`src/core/clock_power_pkg.sv`:
```
// Shared constants for the key-protected clock and power controller
package clock_power_pkg;

  // ----------------------------------------------------------------
  // Register byte addresses
  // ----------------------------------------------------------------
  localparam logic [31:0] ADDR_POWER_UNLOCK_FIRST = 32'hffff0404;
  localparam logic [31:0] ADDR_POWER_CONTROL = 32'hffff0408;
  localparam logic [31:0] ADDR_POWER_UNLOCK_SECOND = 32'hffff040c;
  localparam logic [31:0] ADDR_PLL_UNLOCK_FIRST = 32'hffff0410;
  localparam logic [31:0] ADDR_PLL_CONTROL = 32'hffff0414;
  localparam logic [31:0] ADDR_PLL_UNLOCK_SECOND = 32'hffff0418;
  localparam logic [31:0] ADDR_CLOCK_STATUS = 32'hffff041c;

  // ----------------------------------------------------------------
  // Decoded register index
  // ----------------------------------------------------------------
  typedef enum logic [2:0] {
    IDX_NONE = 3'b000,
    IDX_POW_KEY1 = 3'b001,
    IDX_POW_CTL = 3'b010,
    IDX_POW_KEY2 = 3'b011,
    IDX_PLL_KEY1 = 3'b100,
    IDX_PLL_CTL = 3'b101,
    IDX_PLL_KEY2 = 3'b110,
    IDX_STATUS = 3'b111
  } reg_index_t;

  // ----------------------------------------------------------------
  // Keys and reset values
  // ----------------------------------------------------------------
  localparam logic [7:0] PLL_KEY_FIRST = 8'haa;
  localparam logic [7:0] PLL_KEY_SECOND = 8'h55;
  localparam logic [7:0] POW_KEY_FIRST = 8'h01;
  localparam logic [7:0] POW_KEY_SECOND = 8'hf4;
  localparam logic [7:0] PLL_CONTROL_RESET = 8'h21;
  localparam logic [7:0] POWER_CONTROL_RESET = 8'h03;

  // ----------------------------------------------------------------
  // Field positions
  // ----------------------------------------------------------------
  localparam int REF_SEL_BIT = 5;
  localparam int SRC_HI = 1;
  localparam int SRC_LO = 0;
  localparam int MODE_HI = 6;
  localparam int MODE_LO = 4;
  localparam int DIV_HI = 2;
  localparam int DIV_LO = 0;

  // ----------------------------------------------------------------
  // Field encodings
  // ----------------------------------------------------------------
  localparam logic [1:0] SRC_PLL = 2'h1;
  localparam logic [1:0] SRC_EXT_PIN = 2'h3;
  localparam logic REF_INTERNAL_OSC = 1'b1;

  typedef enum logic [2:0] {
    MODE_ACTIVE = 3'b000,
    MODE_PAUSE = 3'b001,
    MODE_NAP = 3'b010,
    MODE_SLEEP = 3'b011,
    MODE_STOP = 3'b100
  } op_mode_t;

  // PLL multiplies the 32.768 kHz reference by this factor
  localparam logic [10:0] PLL_MULTIPLIER = 11'h4fb;
  localparam int NUM_EXT_IRQ = 4;

endpackage : clock_power_pkg

```
`src/core/core_clock_if.sv`:
```
// Link between the controller and its core clock divider
`timescale 1ns/1ps
`default_nettype none

interface core_clock_if;
  logic [2:0] divide;
  logic run;
  logic tick;

  modport ctrl (output divide, output run, input tick);
  modport div (input divide, input run, output tick);
endinterface : core_clock_if

`default_nettype wire

```
`src/core/core_clock_divider.sv`:
```
// Binary core clock divider producing a one-cycle core tick
`timescale 1ns/1ps
`default_nettype none

module core_clock_divider (
  input wire logic i_clock,
  input wire logic i_reset_n,
  core_clock_if.div b
);

  typedef struct packed {
    logic [6:0] cnt;
    logic tick;
  } div_state_t;

  div_state_t s_q;
  div_state_t s_d;

  // ----------------------------------------------------------------
  // Divide by two to the power of cd
  // ----------------------------------------------------------------
  always_comb begin
    logic [7:0] full;
    logic [6:0] mask;
    full = 8'h01 << b.divide;
    mask = 7'(full - 8'h01);
    s_d = s_q;
    if (b.run) begin
      s_d.cnt = s_q.cnt + 7'h01;
      s_d.tick = ((s_q.cnt & mask) == mask);
    end else begin
      s_d.cnt = 7'h00;
      s_d.tick = 1'b0;
    end
  end

  always_ff @(posedge i_clock) begin
    if (!i_reset_n) begin
      s_q <= '0;
    end else begin
      s_q <= s_d;
    end
  end

  assign b.tick = s_q.tick;
endmodule : core_clock_divider

`default_nettype wire

```
`src/core/key_protected_power_clock_control.sv`:
```
// Key-protected clock source and power mode controller, AHB-Lite slave
//
// Implementation choice: the AHB-Lite slave port.
`timescale 1ns/1ps
`default_nettype none

module key_protected_power_clock_control (
  input wire logic I_CLOCK,
  input wire logic I_RESET_N,
  input wire logic I_HSEL,
  input wire logic [31:0] I_HADDR,
  input wire logic [1:0] I_HTRANS,
  input wire logic I_HWRITE,
  input wire logic [2:0] I_HSIZE,
  input wire logic [31:0] I_HWDATA,
  input wire logic I_HREADY,
  output logic O_HREADYOUT,
  output logic O_HRESP,
  output logic [31:0] O_HRDATA,
  input wire logic I_PLL_LOCK,
  input wire logic [3:0] I_EXTERNAL_IRQ,
  input wire logic I_GENERAL_TIMER_TWO,
  output logic O_PLL_REFERENCE_SELECT,
  output logic [1:0] O_CLOCK_SOURCE_MODE,
  output logic [2:0] O_OPERATING_MODE,
  output logic [2:0] O_CORE_CLOCK_DIVIDE,
  output logic [10:0] O_PLL_MULTIPLIER,
  output logic O_CORE_CLOCK_ENABLE,
  output logic O_CORE_RUN,
  output logic O_PERIPH_RUN,
  output logic O_PLL_ENABLE,
  output logic O_XTAL_TIMER_ENABLE,
  output logic O_PLL_IRQ
);

  typedef enum logic [2:0] {
    S_IDLE = 3'b000,
    S_PLL_KEYED = 3'b001,
    S_PLL_VALUE = 3'b010,
    S_POW_KEYED = 3'b011,
    S_POW_VALUE = 3'b100
  } seq_state_t;

  typedef struct packed {
    seq_state_t seq;
    logic [7:0] pend;
    logic [7:0] pll;
    logic [7:0] pow;
    logic [1:0] src;
    logic ref_sel;
    logic wr;
    clock_power_pkg::reg_index_t widx;
    logic [31:0] rdata;
    logic lock_s1;
    logic lock_s2;
    logic lock_prev;
    logic [3:0] irq_s1;
    logic [3:0] irq_s2;
    logic tmr_s1;
    logic tmr_s2;
    logic pll_irq;
  } ctl_state_t;

  ctl_state_t s_q;
  ctl_state_t s_d;
  core_clock_if clk_link ();

  // ----------------------------------------------------------------
  // Address decode and mode helpers
  // ----------------------------------------------------------------
  function automatic clock_power_pkg::reg_index_t decode(
    input logic [31:0] a
  );
    case (a)
      clock_power_pkg::ADDR_POWER_UNLOCK_FIRST:
        decode = clock_power_pkg::IDX_POW_KEY1;
      clock_power_pkg::ADDR_POWER_CONTROL:
        decode = clock_power_pkg::IDX_POW_CTL;
      clock_power_pkg::ADDR_POWER_UNLOCK_SECOND:
        decode = clock_power_pkg::IDX_POW_KEY2;
      clock_power_pkg::ADDR_PLL_UNLOCK_FIRST:
        decode = clock_power_pkg::IDX_PLL_KEY1;
      clock_power_pkg::ADDR_PLL_CONTROL:
        decode = clock_power_pkg::IDX_PLL_CTL;
      clock_power_pkg::ADDR_PLL_UNLOCK_SECOND:
        decode = clock_power_pkg::IDX_PLL_KEY2;
      clock_power_pkg::ADDR_CLOCK_STATUS:
        decode = clock_power_pkg::IDX_STATUS;
      default: decode = clock_power_pkg::IDX_NONE;
    endcase
  endfunction : decode

  // Reserved mode codes run as active
  function automatic logic [2:0] mode_of(input logic [7:0] p);
    logic [2:0] m;
    m = p[clock_power_pkg::MODE_HI:clock_power_pkg::MODE_LO];
    if (m > clock_power_pkg::MODE_STOP) begin
      mode_of = clock_power_pkg::MODE_ACTIVE;
    end else begin
      mode_of = m;
    end
  endfunction : mode_of

  // ----------------------------------------------------------------
  // Next state
  // ----------------------------------------------------------------
  always_comb begin
    logic [7:0] wd;
    logic [2:0] mode;
    logic ext_wake;
    logic src_ok;
    wd = I_HWDATA[7:0];
    s_d = s_q;
    mode = mode_of(s_q.pow);
    ext_wake = |s_q.irq_s2;
    src_ok = (s_q.pll[clock_power_pkg::SRC_HI:clock_power_pkg::SRC_LO]
              == clock_power_pkg::SRC_PLL) ||
             (s_q.pll[clock_power_pkg::SRC_HI:clock_power_pkg::SRC_LO]
              == clock_power_pkg::SRC_EXT_PIN);
    // Two-stage synchronisers
    s_d.lock_s1 = I_PLL_LOCK;
    s_d.lock_s2 = s_q.lock_s1;
    s_d.irq_s1 = I_EXTERNAL_IRQ;
    s_d.irq_s2 = s_q.irq_s1;
    s_d.tmr_s1 = I_GENERAL_TIMER_TWO;
    s_d.tmr_s2 = s_q.tmr_s1;
    s_d.lock_prev = s_q.lock_s2;
    s_d.pll_irq = s_q.lock_s2 && !s_q.lock_prev;
    // Wake from low-power modes
    case (mode)
      clock_power_pkg::MODE_PAUSE, clock_power_pkg::MODE_NAP,
      clock_power_pkg::MODE_SLEEP: begin
        if (ext_wake || s_q.tmr_s2) begin
          s_d.pow[clock_power_pkg::MODE_HI:clock_power_pkg::MODE_LO] =
            clock_power_pkg::MODE_ACTIVE;
        end
      end
      clock_power_pkg::MODE_STOP: begin
        if (ext_wake) begin
          s_d.pow[clock_power_pkg::MODE_HI:clock_power_pkg::MODE_LO] =
            clock_power_pkg::MODE_ACTIVE;
        end
      end
      default: begin
      end
    endcase
    // Source change only on timer wake from nap
    if (mode == clock_power_pkg::MODE_NAP && s_q.tmr_s2) begin
      s_d.ref_sel = s_q.pll[clock_power_pkg::REF_SEL_BIT];
      if (src_ok) begin
        s_d.src = s_q.pll[clock_power_pkg::SRC_HI:clock_power_pkg::SRC_LO];
      end
    end
    // Key sequence tracker on write data phase
    if (s_q.wr) begin
      s_d.seq = S_IDLE;
      case (s_q.widx)
        clock_power_pkg::IDX_PLL_KEY1: begin
          if (wd == clock_power_pkg::PLL_KEY_FIRST) begin
            s_d.seq = S_PLL_KEYED;
          end
        end
        clock_power_pkg::IDX_PLL_CTL: begin
          if (s_q.seq == S_PLL_KEYED) begin
            s_d.pend = wd;
            s_d.seq = S_PLL_VALUE;
          end
        end
        clock_power_pkg::IDX_PLL_KEY2: begin
          if (s_q.seq == S_PLL_VALUE &&
              wd == clock_power_pkg::PLL_KEY_SECOND) begin
            s_d.pll = s_q.pend;
          end
        end
        clock_power_pkg::IDX_POW_KEY1: begin
          if (wd == clock_power_pkg::POW_KEY_FIRST) begin
            s_d.seq = S_POW_KEYED;
          end
        end
        clock_power_pkg::IDX_POW_CTL: begin
          if (s_q.seq == S_POW_KEYED) begin
            s_d.pend = wd;
            s_d.seq = S_POW_VALUE;
          end
        end
        clock_power_pkg::IDX_POW_KEY2: begin
          if (s_q.seq == S_POW_VALUE &&
              wd == clock_power_pkg::POW_KEY_SECOND) begin
            s_d.pow = s_q.pend;
          end
        end
        default: begin
        end
      endcase
    end
    // Address phase capture; read data from next-state values
    s_d.wr = I_HSEL && I_HTRANS[1] && I_HWRITE && I_HREADY;
    s_d.widx = decode(I_HADDR);
    s_d.rdata = 32'h0000_0000;
    if (I_HSEL && I_HTRANS[1] && !I_HWRITE && I_HREADY) begin
      case (decode(I_HADDR))
        clock_power_pkg::IDX_PLL_CTL: s_d.rdata = {24'h000000, s_d.pll};
        clock_power_pkg::IDX_POW_CTL: s_d.rdata = {24'h000000, s_d.pow};
        clock_power_pkg::IDX_STATUS:
          s_d.rdata = {24'h000000, 1'b0, s_d.seq, s_d.lock_s2,
                       s_d.ref_sel, s_d.src};
        default: s_d.rdata = 32'h0000_0000;
      endcase
    end
  end

  always_ff @(posedge I_CLOCK) begin
    if (!I_RESET_N) begin
      s_q <= '{seq: S_IDLE, pend: 8'h00,
               pll: clock_power_pkg::PLL_CONTROL_RESET,
               pow: clock_power_pkg::POWER_CONTROL_RESET,
               src: clock_power_pkg::SRC_PLL,
               ref_sel: clock_power_pkg::REF_INTERNAL_OSC,
               wr: 1'b0, widx: clock_power_pkg::IDX_NONE,
               rdata: 32'h0000_0000, irq_s1: 4'h0, irq_s2: 4'h0,
               default: 1'b0};
    end else begin
      s_q <= s_d;
    end
  end

  // ----------------------------------------------------------------
  // Core clock divider and power outputs
  // ----------------------------------------------------------------
  assign clk_link.divide =
    s_q.pow[clock_power_pkg::DIV_HI:clock_power_pkg::DIV_LO];
  assign clk_link.run = O_CORE_RUN && s_q.lock_s2;

  core_clock_divider u_divider (
    .i_clock(I_CLOCK),
    .i_reset_n(I_RESET_N),
    .b(clk_link.div)
  );

  assign O_HREADYOUT = 1'b1;
  assign O_HRESP = 1'b0;
  assign O_HRDATA = s_q.rdata;
  assign O_PLL_REFERENCE_SELECT = s_q.ref_sel;
  assign O_CLOCK_SOURCE_MODE = s_q.src;
  assign O_OPERATING_MODE = mode_of(s_q.pow);
  assign O_CORE_CLOCK_DIVIDE = clk_link.divide;
  assign O_PLL_MULTIPLIER = clock_power_pkg::PLL_MULTIPLIER;
  assign O_CORE_CLOCK_ENABLE = clk_link.tick && s_q.lock_s2;
  assign O_CORE_RUN =
    (O_OPERATING_MODE == clock_power_pkg::MODE_ACTIVE);
  assign O_PERIPH_RUN =
    (O_OPERATING_MODE <= clock_power_pkg::MODE_PAUSE);
  assign O_PLL_ENABLE = (O_OPERATING_MODE <= clock_power_pkg::MODE_NAP);
  assign O_XTAL_TIMER_ENABLE =
    (O_OPERATING_MODE <= clock_power_pkg::MODE_SLEEP);
  assign O_PLL_IRQ = s_q.pll_irq;
endmodule : key_protected_power_clock_control

`default_nettype wire

```
`config.mk`:
```
export PLATFORM = sky130hd
export DESIGN_NAME = key_protected_power_clock_control
export DESIGN_NICKNAME = d
export VERILOG_FILES = /design/src/core/clock_power_pkg.sv /design/src/core/core_clock_if.sv /design/src/core/core_clock_divider.sv /design/src/core/key_protected_power_clock_control.sv
export SDC_FILE = /design/constraint.sdc
export NUM_CORES = 1
export LEC_CHECK = 0
export BUFFER_PORTS_ARGS = -buffer_cell sky130_fd_sc_hd__buf_2
export CORE_MARGIN = 2
export CORE_UTILIZATION = 35
export DETAILED_ROUTE_END_ITERATION = 6
export PLACE_DENSITY = 0.75
export SLEW_MARGIN = 20
export SYNTH_ARGS = -nofsm -noshare
export SYNTH_HDL_FRONTEND = slang
export SYNTH_HIERARCHICAL = 1
export SYNTH_SLANG_ARGS = --single-unit
```
`constraint.sdc`:
```
create_clock -name I_CLOCK -period 1.8 [get_ports I_CLOCK]
set_input_delay 0.36 -clock I_CLOCK [delete_from_list [all_inputs] [get_ports I_CLOCK]]
set_output_delay 0.36 -clock I_CLOCK [all_outputs]
set_load 0.02 [all_outputs]
```
; ---- After elaboration in Yosys (flattened, before gate mapping)
; Cells that the tools add are included.
[totals]
regBits = 88
in_bits = 80
output_inout_bits = 60
word_cells = 102
[op_classes]
addsub = 2
order_cmp = 4
eq_ne = 33
shift = 1
n_mux = 20
n_bitwise = 1
n_reduce_logical = 22
[op_table]
columns = operator, count
row1 = "32-bit == test, second input constant", 7
row2 = 8-bit two-way mux, 4
row3 = 27-bit two-way mux, 1
row4 = 8-bit case mux with 3 select lines, 1
row5 = "3-bit by 2-bit == test with 1-bit output, second input constant", 7
row6 = "3-bit == test, second input constant", 7
row7 = 3-bit case mux with 7 select lines, 1
row8 = "8-bit == test, second input constant", 2
row9 = 8-bit case mux with 2 select lines, 1
row10 = 3-bit two-way mux, 5
row11 = 3-bit case mux with 4 select lines, 1
row12 = 1-bit logical AND, 11
row13 = 11-bit two-way mux, 1
row14 = 10-bit two-way mux, 1
row15 = "3-bit by 1-bit == test with 1-bit output, second input constant", 3
row16 = "8-bit by 1-bit == test with 1-bit output, second input constant", 1
row17 = "8-bit by 7-bit == test with 1-bit output, second input constant", 1
row18 = "7-bit by 1-bit adder with 7-bit output, second input constant", 1
row19 = 7-bit bitwise AND, 1
row20 = 7-bit == test, 1
row21 = "1-bit by 3-bit << shifter with 7-bit output, first input constant", 1
row22 = "7-bit by 1-bit subtractor with 7-bit output, second input constant", 1
row23 = "3-bit by 2-bit less-or-equal comparator with 1-bit output, second input constant", 2
row24 = 3-bit case mux with 2 select lines, 1
row25 = 15 further kinds, 20

; ---- Depth between registers and ports, before layout
[logic_depth]
ltp_word = 9
ltp_mapped = 6
mapped_depth_nobuf = 6

; ---- Hierarchy
; Netlist, hierarchy kept.
[by_module_without_submodules]
columns = module, instances, cells_per_inst, area_per_inst_um2, seq_area_each_um2
row1 = key_protected_power_clock_control, 1, 283, 2710.1, 1121.1
row2 = core_clock_divider, 1, 37, 337.8, 160.2

; ---- Least setup slack after synthesis
; OpenSTA, ideal clock, no wires.
[synth_timing]
path_type = register -> register
from = register s_q[59] (netlist name)
to = register u_divider.s_q (netlist bit u_divider/b.tick)
setup_ns = 0.116
arrival_time_ns = 1.990
required_time_ns = 1.684
setup_slack_ns = -0.306
path_stages_with_launch = 7
path_buffers = 0
period_less_slack_ns = 2.106
cell_sequence = dfxtp_1 nor3b_1 nor3_1 and2_1 nand2_1 a311o_1 a21oi_2
[synth_via]
elab_chain_cells = 5
[synth_rtl]
columns = item, line
row1 = "start, declared", key_protected_power_clock_control.sv:64  ; ctl_state_t s_q;
row2 = "start signal, assigned", key_protected_power_clock_control.sv:214  ; s_q <= '{seq: S_IDLE, pend: 8'h00,
row3 = 3-bit greater-than comparator, key_protected_power_clock_control.sv:97  ; if (m > clock_power_pkg::MODE_STOP) begin
row4 = 3-bit two-way mux *, key_protected_power_clock_control.sv:97
row5 = net O_OPERATING_MODE[2], key_protected_power_clock_control.sv:25  ; output logic [2:0] O_OPERATING_MODE,
row6 = 3-bit zero test *, key_protected_power_clock_control.sv:250  ; (O_OPERATING_MODE == clock_power_pkg::MODE_ACTIVE);
row7 = net O_CORE_RUN, key_protected_power_clock_control.sv:29  ; output logic O_CORE_RUN,
row8 = 1-bit logical AND *, key_protected_power_clock_control.sv:232  ; assign clk_link.run = O_CORE_RUN && s_q.lock_s2;
row9 = net clk_link.run, core_clock_if.sv:7  ; logic run;
row10 = 2-bit AND reduction (no line) *, -
row11 = "end signal, assigned", core_clock_divider.sv:39  ; s_q <= '0;
row12 = "end signal, assigned", core_clock_divider.sv:41  ; s_q <= s_d;
row13 = "end, declared", core_clock_divider.sv:16  ; div_state_t s_q;
; The timed path passes the listed nets; every way through them passes the cells marked *.
; A chain may end at the register's enable or synchronous reset.

; ---- Worst setup path in the final report
[layout_timing]
from = register s_q[77] (netlist name)
to = register s_q (netlist bit O_HRDATA[6])
[layout_via]
elab_chain_cells = 6
word_cells_on_any_way = 13
classes_between = 3 x eq/ne / 8 x mux / 2 x reduce/logical
[layout_rtl]
columns = item, line
row1 = branches (longest 4 deep; another with 11-bit two-way mux), -
row2 = 27-bit two-way mux *, key_protected_power_clock_control.sv:155  ; if (s_q.wr) begin
row3 = 8-bit case mux with 3 select lines *, key_protected_power_clock_control.sv:201  ; case (decode(I_HADDR))
; Mark *: on every way between the ends. The select of a mux whose other input is x is not followed.

==> out/results.tsv <==
stage	metric	value	unit
outcome	outcome	finished, final reports clean	
placed_design	Post-DP Area	3490	µm²
synth	fraction of the mapped netlist area in simple logic gates	0.268	
floorplanning	die height	97.3	µm
placed_design	DP Cell Count	505	
drt	Pre-antenna DRT Iters	4	
synth	post-synthesis register bit count	64	
drt	DRC	0	
grt	grt total ovfl	0	
synth	Syn Inst Count	320	
grt	largest net degree at the start of global routing	49	
job	number of max-cap violations	0	
sta	PnR worst setup slack	0.0552	ns
setup_path	Worst Path Arrival	1.95	ns
drt	Routed Antenna Nets	0	
synth	warning count from the yosys run	6	
power_and_ir_drop	maximum VDD drop	0.000567	V
power_and_ir_drop	Power Dens Cells	851	nW/µm²
synth	Synth Area in Adders	0.00411	
placed_design	dpl hpwl	5080	µm
grt	vias in the first global route	2412	
synth	Mapped Avg Cell Area	9.52	µm²
placed_design	pre-CTS setup slack	-0.219	ns
synth	main combinational cell family by area after synthesis	simple AND/OR/NAND/NOR gates	
synth	mapped cell area	3050	µm²
final_layout	ANT cells	0	
drt	Via Count	2446	
drt	initial DRC count	81	
clock_tree	H-tree depth	3	
setup_path	CP Capture Type	flip-flop	
final_layout	Final nets	489	
setup_path	CP Max Fanout	4	
setup_path	Critical Path Start Type	flip-flop	
final_layout	Final Cell Area	3830	µm²
synth	Post-synth top flop	dfxtp_1	
sta	Final Cycle Share	0.969	
final_layout	commonest non-fill, non-tap cell in the layout	buf_2	
setup_path	Crit Path Class	reg -> reg	
clock_tree	Post-CTS Setup Bufs	0	
clock_tree	CTS tree	built	
synth	Post-synth EDFFs	0	
clock_tree	clk buf depth	2	
synth	sequential fraction of the synthesis area	0.420	
floorplanning	Core Region	8590	µm²
sta	Final Max Slew Viols	0	
grt	initial antenna violation count	0	
final_layout	share of layout cells above drive strength 1	0.339	
drt	routed len/inst	12.7	µm
sta	post-route minimum period	1.74	ns
synth	post-synthesis compound-gate area fraction	0.0755	
clock_tree	Worst-path clk slew	0.07	ns
clock_tree	CTS sink count	64	
sta	final hold violation count	0	
placed_design	Placer Congestion	0.949	
floorplanning	IO Pins	140	
power_and_ir_drop	total power	3.26	mW
drt	Routed Wire Length	6630	µm
sta	Hold Slack	0.235	ns
clock_tree	total CTS buffers	9	
final_layout	Final Core Density	0.446	
final_layout	most frequent cells in the layout	buf_2, dfxtp_1, conb_1	
clock_tree	Root Driver	clkbuf_8	
floorplanning	Die Area	9470	µm²
synth	Synth cell types	52	
floorplanning	initial core utilization	0.355	
placed_design	IO buf count	74	
sta	setup TNS	0	ns
synth	mux contribution to synthesized area	0.0722	
power_and_ir_drop	Leakage	1.76	nW
final_layout	Final Non-Filler Cells	521	
floorplanning	FP Rows	34	
clock_tree	Clock Latency Late Sink	0.33	ns
sta	Final setup violation count	0	
sta	Rel. slew slack	0.650	
sta	Layout Skew	0.00470	ns
synth	Synth async-reset ratio	0	
sta	worst-margin pin slew	0.520	ns
synth	Synth Area in XOR/XNOR	0.0172	
final_layout	P&R area growth vs syn	25.8	%
grt	global-route wire length before repair	11000	µm
sta	Max Freq	0.573	GHz
floorplanning	Die Wd	97.3	µm
drt	post-DR vias/cell	4.69	
worst_hold_path	Worst Hold Class	in -> reg	
setup_path	Critical Path RT	2.01	ns
grt	gr usage total	0.145	
path summary, 6_finish.rpt:
kind                            end  slack [ns]               start  cells past startpoint
max          O_HRDATA[6]$_SDFF_PN0_        0.06  s_q[77]$_SDFF_PN0_                      7
min reg2reg    O_PLL_IRQ$_SDFF_PN0_        0.38  s_q[11]$_SDFF_PN0_                      1
max reg2reg  O_HRDATA[6]$_SDFF_PN0_        0.06  s_q[77]$_SDFF_PN0_                      7
min               s_d[5]$_SDFF_PN0_        0.23   I_EXTERNAL_IRQ[2]                      2
worst max-delay path, cell delays in order, from the launching register on:
cell and delay [ns]:
dfxtp_1 0.35, nor3b_1 0.29, buf_4 0.17, nand4_1 0.14
buf_4 0.20, o311a_1 0.12, a21oi_1 0.24, o32ai_1 0.12
timing repair:
| item | in CTS | in global routing |
|---|---|---|
| resized for setup | 0 | 17 |
| endpoints found under the setup margin | 0 | 17 |
| hold buffers | 0 | 0 |
sequential cells by signal (all words and copies together) (netlist names):
name and cells:
s_q 34, O_HRDATA 8, s_d 7, u_divider/s_q 7, O_CORE_CLOCK_DIVIDE 3, O_CLOCK_SOURCE_MODE 2
O_PLL_IRQ 1, O_PLL_REFERENCE_SELECT 1, u_divider/b.tick 1
final cells by class:
class	instances	area [µm²]
well taps	108	135
flip-flops and latches	64	1290
clock inverters	6	130
inverters	6	22.5
repair buffers	99	571
fillers	824	4760
multi-input cells	228	1550
clock buffers	10	138
report_power, final:
group	switching [mW]	internal (mW)	total, mW	leakage (nW)
clock network	0.512	1.09	1.60	0.136
logic	0.142	0.0842	0.226	1.10
registers	0.00498	1.43	1.43	0.521
total	0.659	2.61	3.26	1.76
Yosys cell counts, drive strengths merged (2+ instances only):
master	number	area [µm²]
nor2b	26	163
a21oi	4	23.8
nand3b	4	30.0
or4	2	18.8
o21ai	3	18.8
xor2	5	43.8
a211oi	3	22.5
nand4	10	77.6
and3	7	47.5
a21boi	3	22.5
a22oi	2	15.0
and4	2	17.5
dfxtp	64	1280
nor3	4	31.3
inv	6	22.5
o32ai	6	52.6
buf	51	380
nand3	8	40.0
nand2	12	47.6
nor4bb	4	40.0
o21a	2	15.0
nor2	18	67.6
mux2i	22	220
conb	2	7.51
and2	21	131
nor3b	4	30.0
nor4	4	25.0
nand4b	2	17.5
clkbuf	6	22.5
cell families after synthesis:
kind of cell | after synthesis
simple gates | 132
flops | 64
buf+inv | 63
compound gates | 30
mux | 22
xor+xnor | 6
other cells | 2
fa+ha+maj | 1
per-layer routing:
layer  GRT usage  vias up  routed length, µm
li1            -     1211                  -
met1       0.175     1134               2790
met2       0.247       99               3300
met3      0.0540        2                509
met4      0.0363        0                 30
met5           0        -                  0
(Power assumes the default switching activity.)
